===== src/gtc_pkg.sv =====
// Package with constants and carrier types of the gated timer/counter
package gtc_pkg;
  localparam logic [1:0] CS_INSTR = 2'h0;
  localparam logic [1:0] CS_SYS = 2'h1;
  localparam logic [1:0] CS_EXT = 2'h2;
  localparam logic [1:0] CS_LFOSC = 2'h3;
  localparam logic [1:0] GS_PIN = 2'h0;
  localparam logic [1:0] GS_OVF8 = 2'h1;
  localparam logic [1:0] GS_CMP1 = 2'h2;
  localparam logic [1:0] GS_CMP2 = 2'h3;
  localparam logic [15:0] COUNT_RESET = 16'h0000;
  localparam logic [1:0] INSTR_DIV_LAST = 2'h3;
  localparam logic [1:0] INSTR_DIV_RESET = 2'h0;
  localparam logic [2:0] PRESCALE_RESET = 3'h0;
  localparam int SYS_STEP = 4;

  typedef struct packed {
    logic run_enable;
    logic gate_enable;
    logic gate_polarity;
    logic [1:0] gate_select;
    logic [1:0] clock_select;
    logic [1:0] prescale;
    logic ext_sync_enable;
    logic secondary_osc_enable;
  } gtc_ctrl_t;

  typedef struct packed {
    logic write_low;
    logic write_high;
    logic [7:0] data;
  } gtc_write_t;
endpackage


===== src/gtc_timer.sv =====
// Gated 16-bit timer/counter with clock and gate source selection
`timescale 1ns/1ps
module gtc_timer (
  input wire logic mclk, // 10 MHz system clock
  input wire logic rst, // Asynchronous reset, active high
  input gtc_pkg::gtc_ctrl_t ctrl, // Control and configuration bits
  input gtc_pkg::gtc_write_t wr, // Byte write strobes and data
  input wire logic ovf_clear, // Clear overflow flag pulse
  input wire logic ext_count_clock_pin, // External count clock
  input wire logic ext_gate_pin, // External gate input
  input wire logic comparator_one, // Comparator 1 output
  input wire logic comparator_two, // Comparator 2 output
  input wire logic companion_8bit_timer_ovf, // Companion timer rollover pulse
  input wire logic low_freq_internal_osc, // Low-frequency oscillator
  output logic [7:0] count_low_byte, // Live count low byte
  output logic [7:0] count_high_byte, // Live count high byte
  output logic overflow_flag, // Sticky overflow flag
  output logic gate_value // Current gate level after polarity
);
  // Count, flag and their next values
  logic [15:0] count;
  logic [15:0] next_count;
  logic next_overflow;

  // Clock dividers and the counter-mode arming flag
  logic [1:0] instr_div;
  logic [2:0] prescale_cnt;
  logic armed;
  logic next_armed;

  // Gate and clock source edges
  logic gate_pulse;
  logic pin_raw;
  logic pin_rise;
  logic pin_fall;
  logic osc_rise;
  logic async_prev;
  logic async_rise;
  logic async_fall;

  // Synchronised pin path: a rise reaches the counter three edges later
  gtc_edge_detect u_pin_sync (
    .mclk(mclk),
    .rst(rst),
    .sig_in(ext_count_clock_pin),
    .level(),
    .rise(pin_rise),
    .fall(pin_fall)
  );

  // Oscillator only needs its rising edge; level and fall stay open
  gtc_edge_detect u_osc_sync (
    .mclk(mclk),
    .rst(rst),
    .sig_in(low_freq_internal_osc),
    .level(),
    .rise(osc_rise),
    .fall()
  );

  // Companion pulse is registered so the gate mux sees a flop, not a decode
  always_ff @(posedge mclk or posedge rst)
  begin
    if (rst)
      gate_pulse <= 1'b0;
    else
      gate_pulse <= companion_8bit_timer_ovf;
  end

  // Unsynchronised path: the live pin against last cycle's sample, so a
  // pulse shorter than one system clock period can be missed
  always_ff @(posedge mclk or posedge rst)
  begin
    if (rst)
      async_prev <= 1'b0;
    else
      async_prev <= ext_count_clock_pin;
  end

  assign pin_raw = ext_count_clock_pin;
  assign async_rise = pin_raw & ~async_prev;
  assign async_fall = ~pin_raw & async_prev;

  // Gate source decode; exactly one select is high for any field value
  wire gsel_pin = (ctrl.gate_select == gtc_pkg::GS_PIN);
  wire gsel_ovf8 = (ctrl.gate_select == gtc_pkg::GS_OVF8);
  wire gsel_cmp1 = (ctrl.gate_select == gtc_pkg::GS_CMP1);
  wire gsel_cmp2 = (ctrl.gate_select == gtc_pkg::GS_CMP2);

  wire gate_pin_term = gsel_pin & ext_gate_pin;
  wire gate_ovf_term = gsel_ovf8 & gate_pulse;
  wire gate_cmp1_term = gsel_cmp1 & comparator_one;
  wire gate_cmp2_term = gsel_cmp2 & comparator_two;
  wire gate_src = gate_pin_term | gate_ovf_term | gate_cmp1_term | gate_cmp2_term;
  // Polarity is applied here so gate_value reads the level the counter obeys
  assign gate_value = gate_src ^ ctrl.gate_polarity;

  // With gate_enable low the gate level is ignored and the counter free-runs
  wire run = ctrl.run_enable & (~ctrl.gate_enable | gate_value);

  // Clock source decode; secondary_osc_enable is ignored on purpose
  wire sel_instr = (ctrl.clock_select == gtc_pkg::CS_INSTR);
  wire sel_sys = (ctrl.clock_select == gtc_pkg::CS_SYS);
  wire is_ext = (ctrl.clock_select == gtc_pkg::CS_EXT);
  wire sel_osc = (ctrl.clock_select == gtc_pkg::CS_LFOSC);
  wire ext_rise = ctrl.ext_sync_enable ? pin_rise : async_rise;
  wire ext_fall = ctrl.ext_sync_enable ? pin_fall : async_fall;
  wire instr_tick = (instr_div == gtc_pkg::INSTR_DIV_LAST);
  // System clock ticks every edge, four per instruction cycle, so a read
  // taken once per instruction only resolves the count to a few LSBs
  wire instr_src = sel_instr & instr_tick;
  wire sys_src = sel_sys;
  wire ext_src = is_ext & ext_rise & armed;
  wire osc_src = sel_osc & osc_rise;
  wire src_tick = instr_src | sys_src | ext_src | osc_src;

  // Prescaler divides source ticks by 1, 2, 4 or 8; the compare is at-or-above
  // so a ratio cut while running cannot strand the divider above its new limit
  wire [3:0] prescale_div = 4'h1 << ctrl.prescale;
  wire [3:0] prescale_last = prescale_div - 4'h1;
  wire prescale_done = ({1'b0, prescale_cnt} >= prescale_last);
  wire prescale_step = run & src_tick;
  wire count_tick = prescale_step & prescale_done;
  wire any_write = wr.write_low | wr.write_high;
  // Divider restarts on a write or stop, so the next count is a full ratio away
  wire prescale_clear = any_write | ~ctrl.run_enable;
  // Any of these needs a fresh falling edge before the next counted rise
  wire disarm = any_write | ~ctrl.run_enable | ~is_ext;
  wire [15:0] count_inc = count + 16'h0001;
  // Wrap comes from the tick itself, so writing all ones never flags
  wire wrap = count_tick & (count == 16'hFFFF);

  // A byte write overrides a tick in the same cycle for the byte it writes
  always_comb
  begin
    next_count = count;
    if (count_tick)
      next_count = count_inc;
    if (wr.write_low)
      next_count[7:0] = wr.data;
    if (wr.write_high)
      next_count[15:8] = wr.data;
  end

  // Arm on a falling edge; disarm on write, disable or non-external mode
  always_comb
  begin
    next_armed = armed;
    if (ext_fall)
      next_armed = 1'b1;
    if (disarm)
      next_armed = 1'b0;
  end

  // Free-running divide-by-four for the instruction clock; writes do not move it
  always_ff @(posedge mclk or posedge rst)
  begin
    if (rst)
      instr_div <= gtc_pkg::INSTR_DIV_RESET;
    else
      instr_div <= instr_div + 2'h1;
  end

  always_ff @(posedge mclk or posedge rst)
  begin
    if (rst)
      prescale_cnt <= gtc_pkg::PRESCALE_RESET;
    else if (prescale_clear)
      prescale_cnt <= gtc_pkg::PRESCALE_RESET;
    else if (prescale_step)
      prescale_cnt <= prescale_done ? gtc_pkg::PRESCALE_RESET : prescale_cnt + 3'h1;
  end

  always_ff @(posedge mclk or posedge rst)
  begin
    if (rst)
      count <= gtc_pkg::COUNT_RESET;
    else
      count <= next_count;
  end

  // Disarmed after reset so the first rise after power-up is never counted
  always_ff @(posedge mclk or posedge rst)
  begin
    if (rst)
      armed <= 1'b0;
    else
      armed <= next_armed;
  end

  // Set wins over a clear in the same cycle
  always_comb
  begin
    next_overflow = overflow_flag;
    if (ovf_clear)
      next_overflow = 1'b0;
    if (wrap)
      next_overflow = 1'b1;
  end

  always_ff @(posedge mclk or posedge rst)
  begin
    if (rst)
      overflow_flag <= 1'b0;
    else
      overflow_flag <= next_overflow;
  end

  // Both bytes come straight from the count flops, so they always agree
  assign count_low_byte = count[7:0];
  assign count_high_byte = count[15:8];
endmodule


===== src/gtc_edge_detect.sv =====
// Three-stage sampler with rise and fall detection for one input
`timescale 1ns/1ps
module gtc_edge_detect (
  input wire logic mclk, // System clock
  input wire logic rst, // Asynchronous reset
  input wire logic sig_in, // Sampled input
  output logic level, // Sampled level
  output logic rise, // One-cycle rise pulse
  output logic fall // One-cycle fall pulse
);
  logic stage1;
  logic stage2;
  logic stage3;

  always_ff @(posedge mclk or posedge rst)
  begin
    if (rst)
    begin
      stage1 <= 1'b0;
      stage2 <= 1'b0;
      stage3 <= 1'b0;
    end
    else
    begin
      stage1 <= sig_in;
      stage2 <= stage1;
      stage3 <= stage2;
    end
  end

  assign level = stage2;
  assign rise = stage2 & ~stage3;
  assign fall = ~stage2 & stage3;
endmodule


===== config.mk =====
export PLATFORM = sky130hd
export DESIGN_NAME = gtc_timer
export DESIGN_NICKNAME = d
export VERILOG_FILES = /design/src/gtc_pkg.sv /design/src/gtc_timer.sv /design/src/gtc_edge_detect.sv
export SDC_FILE = /design/constraint.sdc
export NUM_CORES = 1
export LEC_CHECK = 0
export BUFFER_PORTS_ARGS = -buffer_cell sky130_fd_sc_hd__buf_2
export CAP_MARGIN = 15
export CELL_PAD_IN_SITES_DETAIL_PLACEMENT = 1
export CELL_PAD_IN_SITES_GLOBAL_PLACEMENT = 1
export CORE_UTILIZATION = 39
export CTS_CLUSTER_DIAMETER = 120
export DETAILED_ROUTE_END_ITERATION = 12
export PLACE_DENSITY_LB_ADDON = 0.1
export SYNTH_ARGS = -nofsm -noshare
export SYNTH_HDL_FRONTEND = slang
export SYNTH_SLANG_ARGS = --single-unit

===== constraint.sdc =====
create_clock -name mclk -period 3 [get_ports mclk]
set_clock_uncertainty 0.05 [all_clocks]
set_input_delay 0.15 -clock mclk [delete_from_list [all_inputs] [get_ports mclk]]
set_output_delay 0.15 -clock mclk [all_outputs]
set_load 0.01 [all_outputs]

# == Word level (Yosys, flattened, before mapping) ==
# Cells that the tools add are included.
# word_totals
ff_bits,30
inputBits,30
wordCells,82
rom_bits,0
ramBits,0
memories,0
latch_bits,0
# classes
multipliers,0
n_reduce_logical,7
magnitude_cmp,1
n_shift,1
n_bitwise,36
addsub,4
mux,12
n_div,0
n_eq_ne,8
# ops
op,n
1-bit AND,17
"16-bit by 1-bit adder with 16-bit output, second input constant",1
"16-bit == test, second input constant",1
16-bit 2-to-1 mux,1
8-bit 2-to-1 mux,2
"2-bit == test, second input constant",5
1-bit bitwise OR,10
2-bit nonzero test,5
3-bit 2-to-1 mux,3
1-bit NOT,8
1-bit 2-to-1 mux,6
"2-bit by 1-bit == test with 1-bit output, second input constant",2
3-bit by 4-bit >= comparator with 1-bit output,1
2-bit logical NOT,2
"1-bit by 2-bit left shift with 4-bit output, first input constant",1
"4-bit by 1-bit subtractor with 4-bit output, second input constant",1
"3-bit by 1-bit adder with 3-bit output, second input constant",1
"2-bit by 1-bit adder with 2-bit output, second input constant",1
1-bit XOR,1

# == Logic depth before layout (Yosys ltp) ==
# Gate-level depths: netlist of run 1.
# depth
ltp_word,12
mapped_depth,8
depth_no_buf,8

# == By module ==
# From an unflattened synthesis of run 1, not the netlist that was laid out.
# unflattened
cells_unflattened,192
area_unflattened_um2,1838.0
# by_module_without_submodules
mod,instances,cells_each,area_per_inst_um2
gtc_timer,1,180,1650.3
gtc_edge_detect,2,6,93.8

# == Worst setup path before layout of run 1 ==
# No wires, ideal clock.
# synth_timing
path_type,input port to flip-flop
startpoint,in ctrl[2] (netlist name)
endpoint,reg count[15]
stages,8
arrival_time_ps,1928
path_slack_ps,890
t_required_ps,2819
path_buffers,0
path_cell_list,or2_2 > ha_1 > nor2b_1 > o21ai_2 > nand4_1 > nor3_2 > nor2_1 > or3_1
# synth_between
elab_chain_cells,5
# synth_rtl
element,line,rtl
"start, declared",gtc_timer.sv:6,"input gtc_pkg::gtc_ctrl_t ctrl,"
1-bit by 2-bit left shift with 4-bit output,gtc_timer.sv:119,wire [3:0] prescale_div = 4'h1 << ctrl.prescale;
4-bit by 1-bit subtractor with 4-bit output,gtc_timer.sv:120,wire [3:0] prescale_last = prescale_div - 4'h1;
3-bit by 4-bit >= comparator with 1-bit output,gtc_timer.sv:121,"wire prescale_done = ({1'b0, prescale_cnt} >= prescale_last);"
1-bit AND,gtc_timer.sv:123,wire count_tick = prescale_step & prescale_done;
2-bit nonzero test (no line),n/a,
"end signal, assigned",gtc_timer.sv:177,count <= gtc_pkg::COUNT_RESET;
"end signal, assigned",gtc_timer.sv:179,count <= next_count;
"end, declared",gtc_timer.sv:21,logic [15:0] count;
# Every way passes these cells.
# A chain may end at the register's enable or synchronous reset.

# == Worst setup path in the final report of run 1 ==
# layout_timing
startpoint,in ext_count_clock_pin
endpoint,reg count[15]
# layout_between
elab_chain_cells,9
# layout_rtl
element,line,rtl
"start, declared",gtc_timer.sv:9,"input wire logic ext_count_clock_pin,"
1-bit AND,gtc_timer.sv:81,assign async_rise = pin_raw & ~async_prev;
1-bit 2-to-1 mux,gtc_timer.sv:106,wire ext_rise = ctrl.ext_sync_enable ? pin_rise : async_rise;
1-bit AND (2 in series),gtc_timer.sv:113,wire ext_src = is_ext & ext_rise & armed;
1-bit bitwise OR (2 in series),gtc_timer.sv:115,wire src_tick = instr_src | sys_src | ext_src | osc_src;
1-bit AND,gtc_timer.sv:122,wire prescale_step = run & src_tick;
1-bit AND,gtc_timer.sv:123,
2-bit nonzero test (no line),n/a,
# Every way passes these cells.

==> metrics.md, run 1 <==
| Metric | Value |
|---|---|
| Outcome | finished, final reports clean |
| Routability cong. | between 0.7 and 0.8 |
| DRC viols | 0 |
| Crit path launch | ext_count_clock_pin |
| DRT iter0 DRCs | 29 |
| Slowest stage cell, crit path | nor3_2 |
| # resized after CTS | 0 |
| CP delay by family, top | simple AND/OR/NAND/NOR gates |
| Tightest Pin Transition | 699 ps |
| CP Cell Sequence | dlygate4sd3_1 -> buf_2 -> nor3b_1 -> o2111a_1 -> o21bai_4 -> nor3_2 -> nor2_1 -> or3_1 |
| Area grow syn2layout | 25.0% |
| Synth area leader | dfrtp_1 |
| Setup_tns | 0 ps |
| Clock-pin slew on the worst setup and hold paths | approximately 60 ps |
| Capture point of the worst reg-to-reg path | count[15]$_DFFE_PP0P_ |
| Core Region | between 4000 and 5000 µm² |
| Avg WL per Cell | ~16 µm |
| HP Start | wr[4] |
| WHS Path Cells | 3 |
| Critical Path RT | 3110 ps |
| Most used flip-flop cell after synthesis | dfrtp_1 |
| Chip width | between 60 and 70 µm |
| Overflow left after global routing | 0 |
| Hold Fails Final Rpt | 0 |
| CTS Buf Count | 5 |
| Async S/R FF share, synth | 100% |
| Sink Count | 30 |
| Synthesized cell area | between 1500 and 2000 µm² |
| WP buf/inv | 2 |
| CP arrival | about 2400 ps |
| Largest net degree at the start of global routing | 31 |
| Final WS setup | between 600 and 700 ps |
| Seq cells post-synth | 30 |
| Max-Cap Viols | 0 |
| Yosys top cell area share | between 40% and 50% |
| Clk Latency, worst-skew pair | 280 ps |
| Via count | around 1,600 |
| Largest buffer count on any clock path | 2 |
| Vias in the first global route | about 1,600 |
| Hold_buf cts | 4 |
| FMAX | ~430 MHz |
| # Post-CTS Setup Buffers | 0 |
| Pwr dens | approximately 470 nW/µm² |
| # setup viols final | 0 |
| Rel. slew slack | between 50% and 60% |
| Row count | 23 |
| Post-DP HPWL | 3530 µm |
| Internal reg-to-reg setup slack | 730 ps |
| Pleak | roughly 1 nW |
| Critical-path maximum fanout | 11 |
| DRT antenna net count | 0 |
| Seq/Total Area, Yosys | a little over two fifths |
| Post-Synthesis Cells | 180 |
| Top cells by count, synth | 30 x dfrtp_1, 26 x nand2_1, 13 x o21ai_0, 10 x nor2_1, 10 x xnor2_1 |
| CTS root buffer | clkbuf_8 |
| Hold endpoint | count[12]$_DFFE_PP0P_ |
| Library cells used by synthesis | 47 |
| Most numerous cell in the Yosys netlist | dfrtp_1 |
| Min Tclk post-route | 2340 ps |
| DRT Wirelength | roughly 4700 µm |
| Worst Setup Path Type | input pin to flop |
| Antenna violations before repair | 0 |
| Die Span Y | roughly 69 µm |
| Pwr Total | 0.00101 W |
| Setup repair after global routing missed its margin | no |
| DR pass1 iterations | 4 |
| CP max stage delay | roughly 600 ps |
| Synthesized Nets | 216 |
| Final nets | roughly 270 |
| Post-synth EDFFs | 0 |
| First-pass GRT wire length | ~7500 µm |
| VDD IR max | about 0.25 mV |
| # diodes | 0 |
| Register-to-Register Path Depth | 8 |
| Hold WC Path Type | input pin to flop |
| Final Cycle Share | slightly below 80% |
| Drt via density | between 5 and 6 |
| Syn. warnings | 0 |
| CP startpoint kind | input pin |
| H-tree lvl count | 2 |
| Port Buf Inserts | 46 |
| Worst slack at placement | around 630 ps |
| Clock tree from TritonCTS | yes |
| Launch point of the worst reg-to-reg path | prescale_cnt[0]$_DFFE_PP0P_ |
| Syn Area/Cell | 9.67 µm² |
| Overall Global Routing Usage | between 20 and 25% |
| Crit path capture type | flop |
| Pins Over Slew Limit | 0 |
| Top post-synthesis cells by area | dfrtp_1 43%, nand2_1 5.6%, xnor2_1 5.0%, ha_1 4.3%, o21ai_0 3.7% |
| Die footprint | 4730 µm² |
| Number of I/O pins | 48 |
| Layout cell share with drive strength beyond 1 | ~30% |
| Starting Density | 42.0% |
## worst min-delay path: stages
cell     delay [ps]
buf_2           100
nand2_1          50
o21ai_0          60
## cell usage in the layout, fill, tap and decap left out, types with 4 or more instances in the layout
master	instances
a21oi_1	4
and3_1	8
buf_2	46
clkbuf_8	8
dfrtp_1	30
dlygate4sd3_1	4
ha_1	6
inv_1	9
nand2_1	26
nand3_1	4
nand4_1	6
nor2_1	10
nor3_1	8
o21ai_0	13
xnor2_1	10
## kinds of logic (layout without fill, tap and decap cells)
family | Yosys count | after routing | synth area share [%]
AND/OR/NAND/NOR | 80 | 80 | 25.2
AO/OA/AOI/OAI | 33 | 33 | 13.8
multiplexers | 6 | 6 | 3.81
buffers and inverters | 13 | 70 | 3.67
flip-flops | 30 | 30 | 43.1
adder cells (fa/ha/maj) | 6 | 6 | 4.31
XOR/XNOR | 12 | 12 | 6.04
## routing by layer
metal | vias to the layer above | GRT usage, % | wire [µm] | share of wire (%)
li1 | 753 | - | - | -
met1 | 792 | 23.8 | 1930 | 41
met2 | 28 | 42.4 | 2540 | 55
met3 | 4 | 4.93 | 129 | 2.8
met4 | 0 | 8.42 | 54 | 1.2
met5 | - | 0 | 0 | 0
## power breakdown
| group | internal [W] | total (W) | switching (W) |
|---|---|---|---|
| sequential | 0.000430 | 0.000458 | 0.0000273 |
| combinational | 0.0000791 | 0.000174 | 0.0000949 |
| clock | 0.000231 | 0.000381 | 0.000150 |
## area by class of cell
class	instances	area (µm²)
fillers	482	1970
well taps	50	62.6
flip-flops and latches	30	751
clock buffers	8	110
repair buffers	53	293
multi-input cells	137	926
inverters	9	33.8
## state kept, by name, summed over array words and instances (netlist names)
signal	count
armed	1
overflow_flag	1
u_pin_sync.stage3	1
count	16
u_osc_sync.stage3	1
u_osc_sync.level	1
u_pin_sync.level	1
prescale_cnt	3
u_pin_sync.stage1	1
u_osc_sync.stage1	1
instr_div	2
gate_pulse	1
## how the worst max path moves through the flow
stage | slack (ps) | to | cells after the start
6_report | 660 | count[15]$_DFFE_PP0P_ | 8
5_1_grt | 480 | count[15]$_DFFE_PP0P_ | 8
4_1_cts | 670 | count[15]$_DFFE_PP0P_ | 8
3_5_place_dp | 630 | count[15]$_DFFE_PP0P_ | 9
3_3_place_gp | 690 | count[1]$_DFFE_PP0P_ | 8
2_1_floorplan | 890 | count[15]$_DFFE_PP0P_ | 8
## per-stage QoR
step                utilization (%)  cells  instance area, µm²  hold slack (ps)
floorplan                         -    180                1740              131
global placement               48.9    275                2030              192
detailed placement             48.9    275                2030              207
CTS                            52.5    287                2180             51.9
global route                   52.5    287                2180             62.2
finish                         52.5    287                2180             60.6
(Power assumes the default switching activity.)
==> inputs of run 2 (changes only) <==
Settings changed: CORE_UTILIZATION 39 to 35.
Clock period 3 ns to 2 ns, I/O delays scaled along.
==> run 2 against run 1 <==
Against the previous run:
- via count is 6.0% higher
- critical path type is now flop to flop
- core utilization decreased by 0.11 points
- design area increased by 14%
- highest routed layer unchanged
- flip-flop and latch count did not move
- routed wire length grew 13%
==> metrics.md, run 2 (synthesis results as in run 1) <==
| Metric | Value |
|---|---|
| Largest registers | count x16, prescale_cnt x3, instr_div x2 |
| Max-Cap Viols | 0 (unchanged) |
| Largest Register | count |
| # diodes | 0 (unchanged) |
| DRT Wirelength | 5260 µm (+13%) |
| H-tree lvl count | 2 (unchanged) |
| Clock-pin slew on the worst setup and hold paths | 60 ps (about the same) |
| Hold Fails Final Rpt | 0 (unchanged) |
| Critical Path RT | 2100 ps (-1010 ps) |
| Starting Density | 36.6% (-5.4 points) |
| VDD IR max | 0.325 mV (+33%) |
| Pleak | 1.14 nW (+11%) |
| Cells after DPL | 306 (+11%) |
| Final Cycle Share | a little over nine tenths |
| DRT iter0 DRCs | 34 (+17%) |
| Rel. slew slack | 73.5% (+20 points) |
| Combinational power share | 22.2% (+5.0 points) |
| Tightest Pin Transition | 397 ps (-301 ps) |
| Largest net degree at the start of global routing | 31 (unchanged) |
| Overall Global Routing Usage | 21.2% (-1.1 points) |
| Pwr dens | 586 nW/µm² (+26%) |
| CP arrival | 2080 ps (-360 ps) |
| FMAX | just over 500 MHz |
| Outcome | finished, final reports clean |
| Sink Count | 30 (unchanged) |
| Most common cell after layout, fill and taps aside | buf_2 |
| Overflow left after global routing | 0 (unchanged) |
| Min Tclk post-route | 1980 ps |
| CP max stage delay | 410 ps (-190 ps) |
| Worst Setup Path Type | flop to flop |
| Chip width | 72.5 µm (+5.4%) |
| Clock share of power | 30.8% (-6.8 points) |
| Crit path capture type | flop |
| Number of I/O pins | 48 (unchanged) |
| First-pass GRT wire length | 8470 µm (+13%) |
| CP startpoint kind | flop |
| Clk Latency, worst-skew pair | 270 ps (about the same) |
| Non-Filler Instances | 327 (+14%) |
| Pins Over Slew Limit | 0 (unchanged) |
| DRT antenna net count | 0 (unchanged) |
| Layout cell share with drive strength beyond 1 | 42.7% (+13 points) |
| Avg WL per Cell | 16.1 µm (-0.93%) |
| Vias in the first global route | 1,789 (+11%) |
| Post-DP HPWL | 3900 µm (+10%) |
| Port Buf Inserts | 46 (unchanged) |
| Clock tree from TritonCTS | yes |
| Area grow syn2layout | 43.1% |
| CP Cell Sequence | ha_4 -> nand2_4 -> o21ai_4 -> nand4_1 -> nor3_4 -> nor2_1 -> or3_1 |
| Largest register FFs | 16 (unchanged) |
| Setup_tns | 0 ps (unchanged) |
| CTS root buffer | clkbuf_8 |
| Worst hold slack | 2.79 ps (-57.8 ps) |
| Flop pwr share | 47.0% (+1.8 points) |
| Row count | 25 (+8.7%) |
| Final nets | 296 (+8.8%) |
| Hold WC Path Type | input pin to flop |
| Layout Utilization | 52.4% (-0.11 points) |
| Setup repair after global routing missed its margin | yes |
| DR pass1 iterations | 4 (unchanged) |
| WP buf/inv | 0 (-2) |
| CTS Buf Count | 5 (unchanged) |
| Die footprint | 5260 µm² (+11%) |
| Final WS setup | 22.7 ps (-640 ps) |
| Commonest cells after routing, fill and taps aside | 46 x buf_2, 30 x dfrtp_1, 25 x buf_4 |
| Antenna violations before repair | 0 (unchanged) |
| Cell Int Power | 0.00104 W (+41%) |
| # setup viols final | 0 (unchanged) |
| Switch Pwr | 0.000419 W (+54%) |
| Via count | 1,672 (+6.0%) |
| Largest buffer count on any clock path | 2 (unchanged) |
| Slowest stage cell, crit path | dfrtp_1 |
| Core Region | 4750 µm² (+15%) |
| Sw frac | 28.7% (+1.8 points) |
| CP delay by family, top | simple AND/OR/NAND/NOR gates |
| Routability cong. | 0.780 (+2.7%) |
| Die Span Y | 72.5 µm (+5.4%) |
| Worst slack at placement | -115 ps (-749 ps) |
| DRC viols | 0 (unchanged) |
| Drt via density | 5.11 (-6.9%) |
| Critical-path maximum fanout | 5 (-6) |
[run 2: cell types whose count changed in the layout (fill, tap and decap cells not counted), moves of 3 or more]
cell      previous run  this run
ha_4                 0         3
ha_1                 6         1
buf_4                3        25
clkbuf_8             8         5
[run 2: final timing paths]
kind | cells past startpoint | from | slack (ps) | end
max in group asynchronous | 4 | rst | 1190 | instr_div[1]$_DFF_PP0_
min in group asynchronous | 4 | rst | 420 | count[13]$_DFFE_PP0P_
max reg2reg | 7 | prescale_cnt[2]$_DFFE_PP0P_ | 20 | count[15]$_DFFE_PP0P_
min | 3 | wr[0] | 3 | count[8]$_DFFE_PP0P_
max | 7 | prescale_cnt[2]$_DFFE_PP0P_ | 20 | count[15]$_DFFE_PP0P_
min reg2reg | 0 | u_osc_sync.stage1$_DFF_PP0_ | 300 | u_osc_sync.level$_DFF_PP0_
[run 2: layout make-up]
cell class / instances / area (µm²)
fill: 558 / 2260
clock buffer: 7 / 76.3
inverter: 9 / 33.8
sequential: 30 / 751
multi-input combinational: 137 / 1070
timing repair buffer: 77 / 479
tap: 67 / 83.8
[run 2: power by group through the flow]
stage | clock network, W | logic, W | registers, W
6_report | 0.000450 | 0.000324 | 0.000687
5_1_grt | 0.000497 | 0.000355 | 0.000693
4_1_cts | 0.000464 | 0.000301 | 0.000685
3_5_place_dp | 0 | 0.000281 | 0.000695
3_3_place_gp | 0 | 0.000269 | 0.000692
2_1_floorplan | 0 | 0.000140 | 0.000703
[run 2: tightest hold or removal path, delay by kind of cell]
kind	cells	cell delay, ps
and+or+nand+nor	1	40
buffers and inverters	1	90
AOI/OAI and AO/OA	1	60
[run 2: metrics by stage]
stage | power, W | area [µm²]
4_1_cts | 0.00145 | 2350
3_5_place_dp | 0.000976 | 2170
2_1_floorplan | 0.000843 | 1760
5_1_grt | 0.00155 | 2490
3_3_place_gp | 0.000962 | 2170
6_report | 0.00146 | 2490
[run 2: layer usage]
layer  global-route usage, %  share of wire [%]  vias up
li1                        -                  -      803
met1                    24.8                 41      844
met2                    39.8                 56       21
met3                    4.17                2.2        4
met4                    4.58               0.59        0
met5                       0                  0        -
[run 2: timing repair]
action                     in CTS  in global routing
setup endpoints to repair       8                 14
hold endpoints to repair       34                  0
pin swaps                      10                 17
hold buffers                    5                  0
gates resized for setup        11                 14
buffers inserted                1                  9
==> inputs of run 3 (changes only) <==
Settings changed: CORE_UTILIZATION 35 to 39.
Clock period 2 ns to 1.9 ns, I/O delays scaled along.
==> run 3 against run 2 <==
Against the previous run:
- the run now ends with hold timing, setup timing left
- clock power up 15%
- register-to-register slack worse by 120 ps
- routed wire length is 11% higher
- critical path depth is the same
- sequential power is 5.1% higher
- sequential share of layout area down 1.4 points
- non-clock buffer count is 9 higher
- global-route usage grew 4.9 points
- core utilization grew 11 points
- design area up 5.0%
- highest routed layer unchanged
==> metrics.md, run 3 (synthesis results as in run 1) <==
| Metric | Value |
|---|---|
| Largest buffer count on any clock path | 2 (unchanged) |
| Final Cycle Share | 105% (+6.0 points) |
| DRT iter0 DRCs | 56 (+65%) |
| Final nets | 305 (+3.0%) |
| Drt via density | 5.42 (+6.1%) |
| Overall Global Routing Usage | 26.1% (+4.9 points) |
| VDD IR max | 0.355 mV (+9.1%) |
| Routability cong. | 0.789 (+1.3%) |
| Commonest cells after routing, fill and taps aside | 46 x buf_2, 31 x buf_4, 30 x dfrtp_1 |
| Rel. slew slack | 69.8% (-3.7 points) |
| Max-Cap Viols | 0 (unchanged) |
| DRC viols | 0 (unchanged) |
| Setup repair after global routing missed its margin | yes |
| First-pass GRT wire length | 8610 µm (+1.7%) |
| Critical-path maximum fanout | 6 (+1) |
| Starting Density | 42.0% (+5.4 points) |
| CTS Buf Count | 5 (unchanged) |
| Worst slack at placement | -343 ps (-228 ps) |
| H-tree lvl count | 2 (unchanged) |
| Layout cell share with drive strength beyond 1 | 48.1% (+5.4 points) |
| Post-DP HPWL | 3800 µm (-2.5%) |
| CP startpoint kind | flop |
| Largest Register | count |
| Overflow left after global routing | 0 (unchanged) |
| CTS root buffer | clkbuf_8 |
| Setup_tns | -337 ps (-337 ps) |
| Clock-pin slew on the worst setup and hold paths | 60 ps (about the same) |
| Post-route cell area | 2620 µm² (+5.0%) |
| Number of I/O pins | 48 (unchanged) |
| Row count | 23 (-8.0%) |
| Largest register FFs | 16 (unchanged) |
| Die footprint | 4730 µm² (-10%) |
| DRT antenna net count | 0 (unchanged) |
| # diodes | 0 (unchanged) |
| Via count | 1,725 (+3.2%) |
| Critical Path RT | 2060 ps (-40 ps) |
| Chip width | 68.8 µm (-5.1%) |
| FMAX | 502 MHz (-0.80%) |
| Antenna violations before repair | 0 (unchanged) |
| Area grow syn2layout | 50.3% |
| Avg WL per Cell | 18.3 µm (+14%) |
| Largest net degree at the start of global routing | 31 (unchanged) |
| Tightest Pin Transition | 452 ps (+54.5 ps) |
| DRT Wirelength | 5830 µm (+11%) |
| Die Span Y | 68.8 µm (-5.1%) |
| Final WS setup | -93.2 ps (-116 ps) |
| Vias in the first global route | 1,860 (+4.0%) |
| Most common cell after layout, fill and taps aside | buf_2 |
| Worst hold slack | -0.786 ps (-3.58 ps) |
| Hold WC Path Type | input pin to flop |
| Largest registers | count x16, prescale_cnt x3, instr_div x2 |
| Min Tclk post-route | 1990 ps (+15.9 ps) |
| Hold Fails Final Rpt | 1 (+1) |
| Core Region | 4140 µm² (-13%) |
| Clk Latency, worst-skew pair | 290 ps (+20 ps) |
| Fill cell count | 482 (-14%) |
| Pleak | 1.20 nW (+5.5%) |
| DR pass1 iterations | 4 (unchanged) |
| Sink Count | 30 (unchanged) |
| # setup viols final | 8 (+8) |
| CP arrival | 2150 ps (+70 ps) |
| Outcome | complete, but fails checks |
| Crit path capture type | flop |
| Worst Setup Path Type | flop to flop |
| Port Buf Inserts | 46 (unchanged) |
| Failing checks | hold timing, setup timing |
| DP Area | 2190 µm² (+0.98%) |
| Pwr dens | 624 nW/µm² (+6.4%) |
| Clock tree from TritonCTS | yes |
| Pins Over Slew Limit | 0 (unchanged) |
-- run 3: changes by cell type in the layout (fill, tap and decap cells not counted), moves of 2 or more --
cell / previous run / this run
buf_4: 25 / 31
nor2_1: 10 / 8
o21ai_0: 13 / 8
buf_6: 1 / 3
clkbuf_1: 2 / 0
nor3_2: 1 / 6
nor3_1: 6 / 1
o21ai_1: 0 / 4
-- run 3: worst paths after layout --
path	from	endpoint	slack [ps]	depth (start not counted)
worst max-delay path	gate_pulse$_DFF_PP0_	count[14]$_DFFE_PP0P_	-90	7
worst min register to register	u_osc_sync.stage1$_DFF_PP0_	u_osc_sync.level$_DFF_PP0_	300	0
min in group asynchronous	rst	count[11]$_DFFE_PP0P_	370	4
worst max register to register	gate_pulse$_DFF_PP0_	count[14]$_DFFE_PP0P_	-90	7
max in group asynchronous	rst	count[4]$_DFFE_PP0P_	1120	4
worst min-delay path	wr[2]	count[10]$_DFFE_PP0P_	-0.8	3
-- run 3: layout make-up --
class	instances	area [µm²]	share of cell area, %
Sequential cell	30	751	28.7
Timing Repair Buffer	86	557	21.3
Tap cell	50	62.6	2.39
Inverter	9	33.8	1.29
Multi-Input combinational cell	137	1130	43.2
Clock buffer	6	82.6	3.16
-- run 3: metrics by stage --
step / util (%) / std cells / power, W / hold slack [ps]
after global placement: 52.9 / 293 / 0.00102 / 137
final: 63.1 / 318 / 0.00163 / -0.786
after global routing: 63.1 / 318 / 0.00170 / 23.9
after detailed placement: 52.9 / 293 / 0.00104 / 152
after CTS: 59.8 / 309 / 0.00160 / 0.986
after floorplan: - / 180 / 0.000890 / 76.4
-- run 3: routing by layer --
layer	up-vias	GRT usage, %	wire [µm]
met5	-	0	0
met4	0	17.6	223
met3	21	4.93	178
met2	49	45.7	3010
met1	842	28.3	2420
li1	813	-	-
-- run 3: worst max-delay path, stage by stage (launching register included) --
cell and delay [ps]:
dfrtp_1 390, mux2i_4 190, xnor2_2 180, nor3b_4 130, buf_4 160, nor4_4 270
or3b_1 380, a31oi_1 150
-- run 3: power by group --
group,internal (W),switching (W),total (W)
clock network,0.000279,0.000237,0.000516
logic,0.000189,0.000204,0.000393
registers,0.000680,0.0000424,0.000722
total,0.00115,0.000483,0.00163
-- run 3: what timing repair did --
action | 4_1_cts | 5_1_grt
hold buffers | 6 | 0
gates resized for setup | 21 | 20
buffers inserted | 5 | 9
setup endpoints to repair | 19 | 19
hold endpoints to repair | 35 | 0
pin swaps | 17 | 15
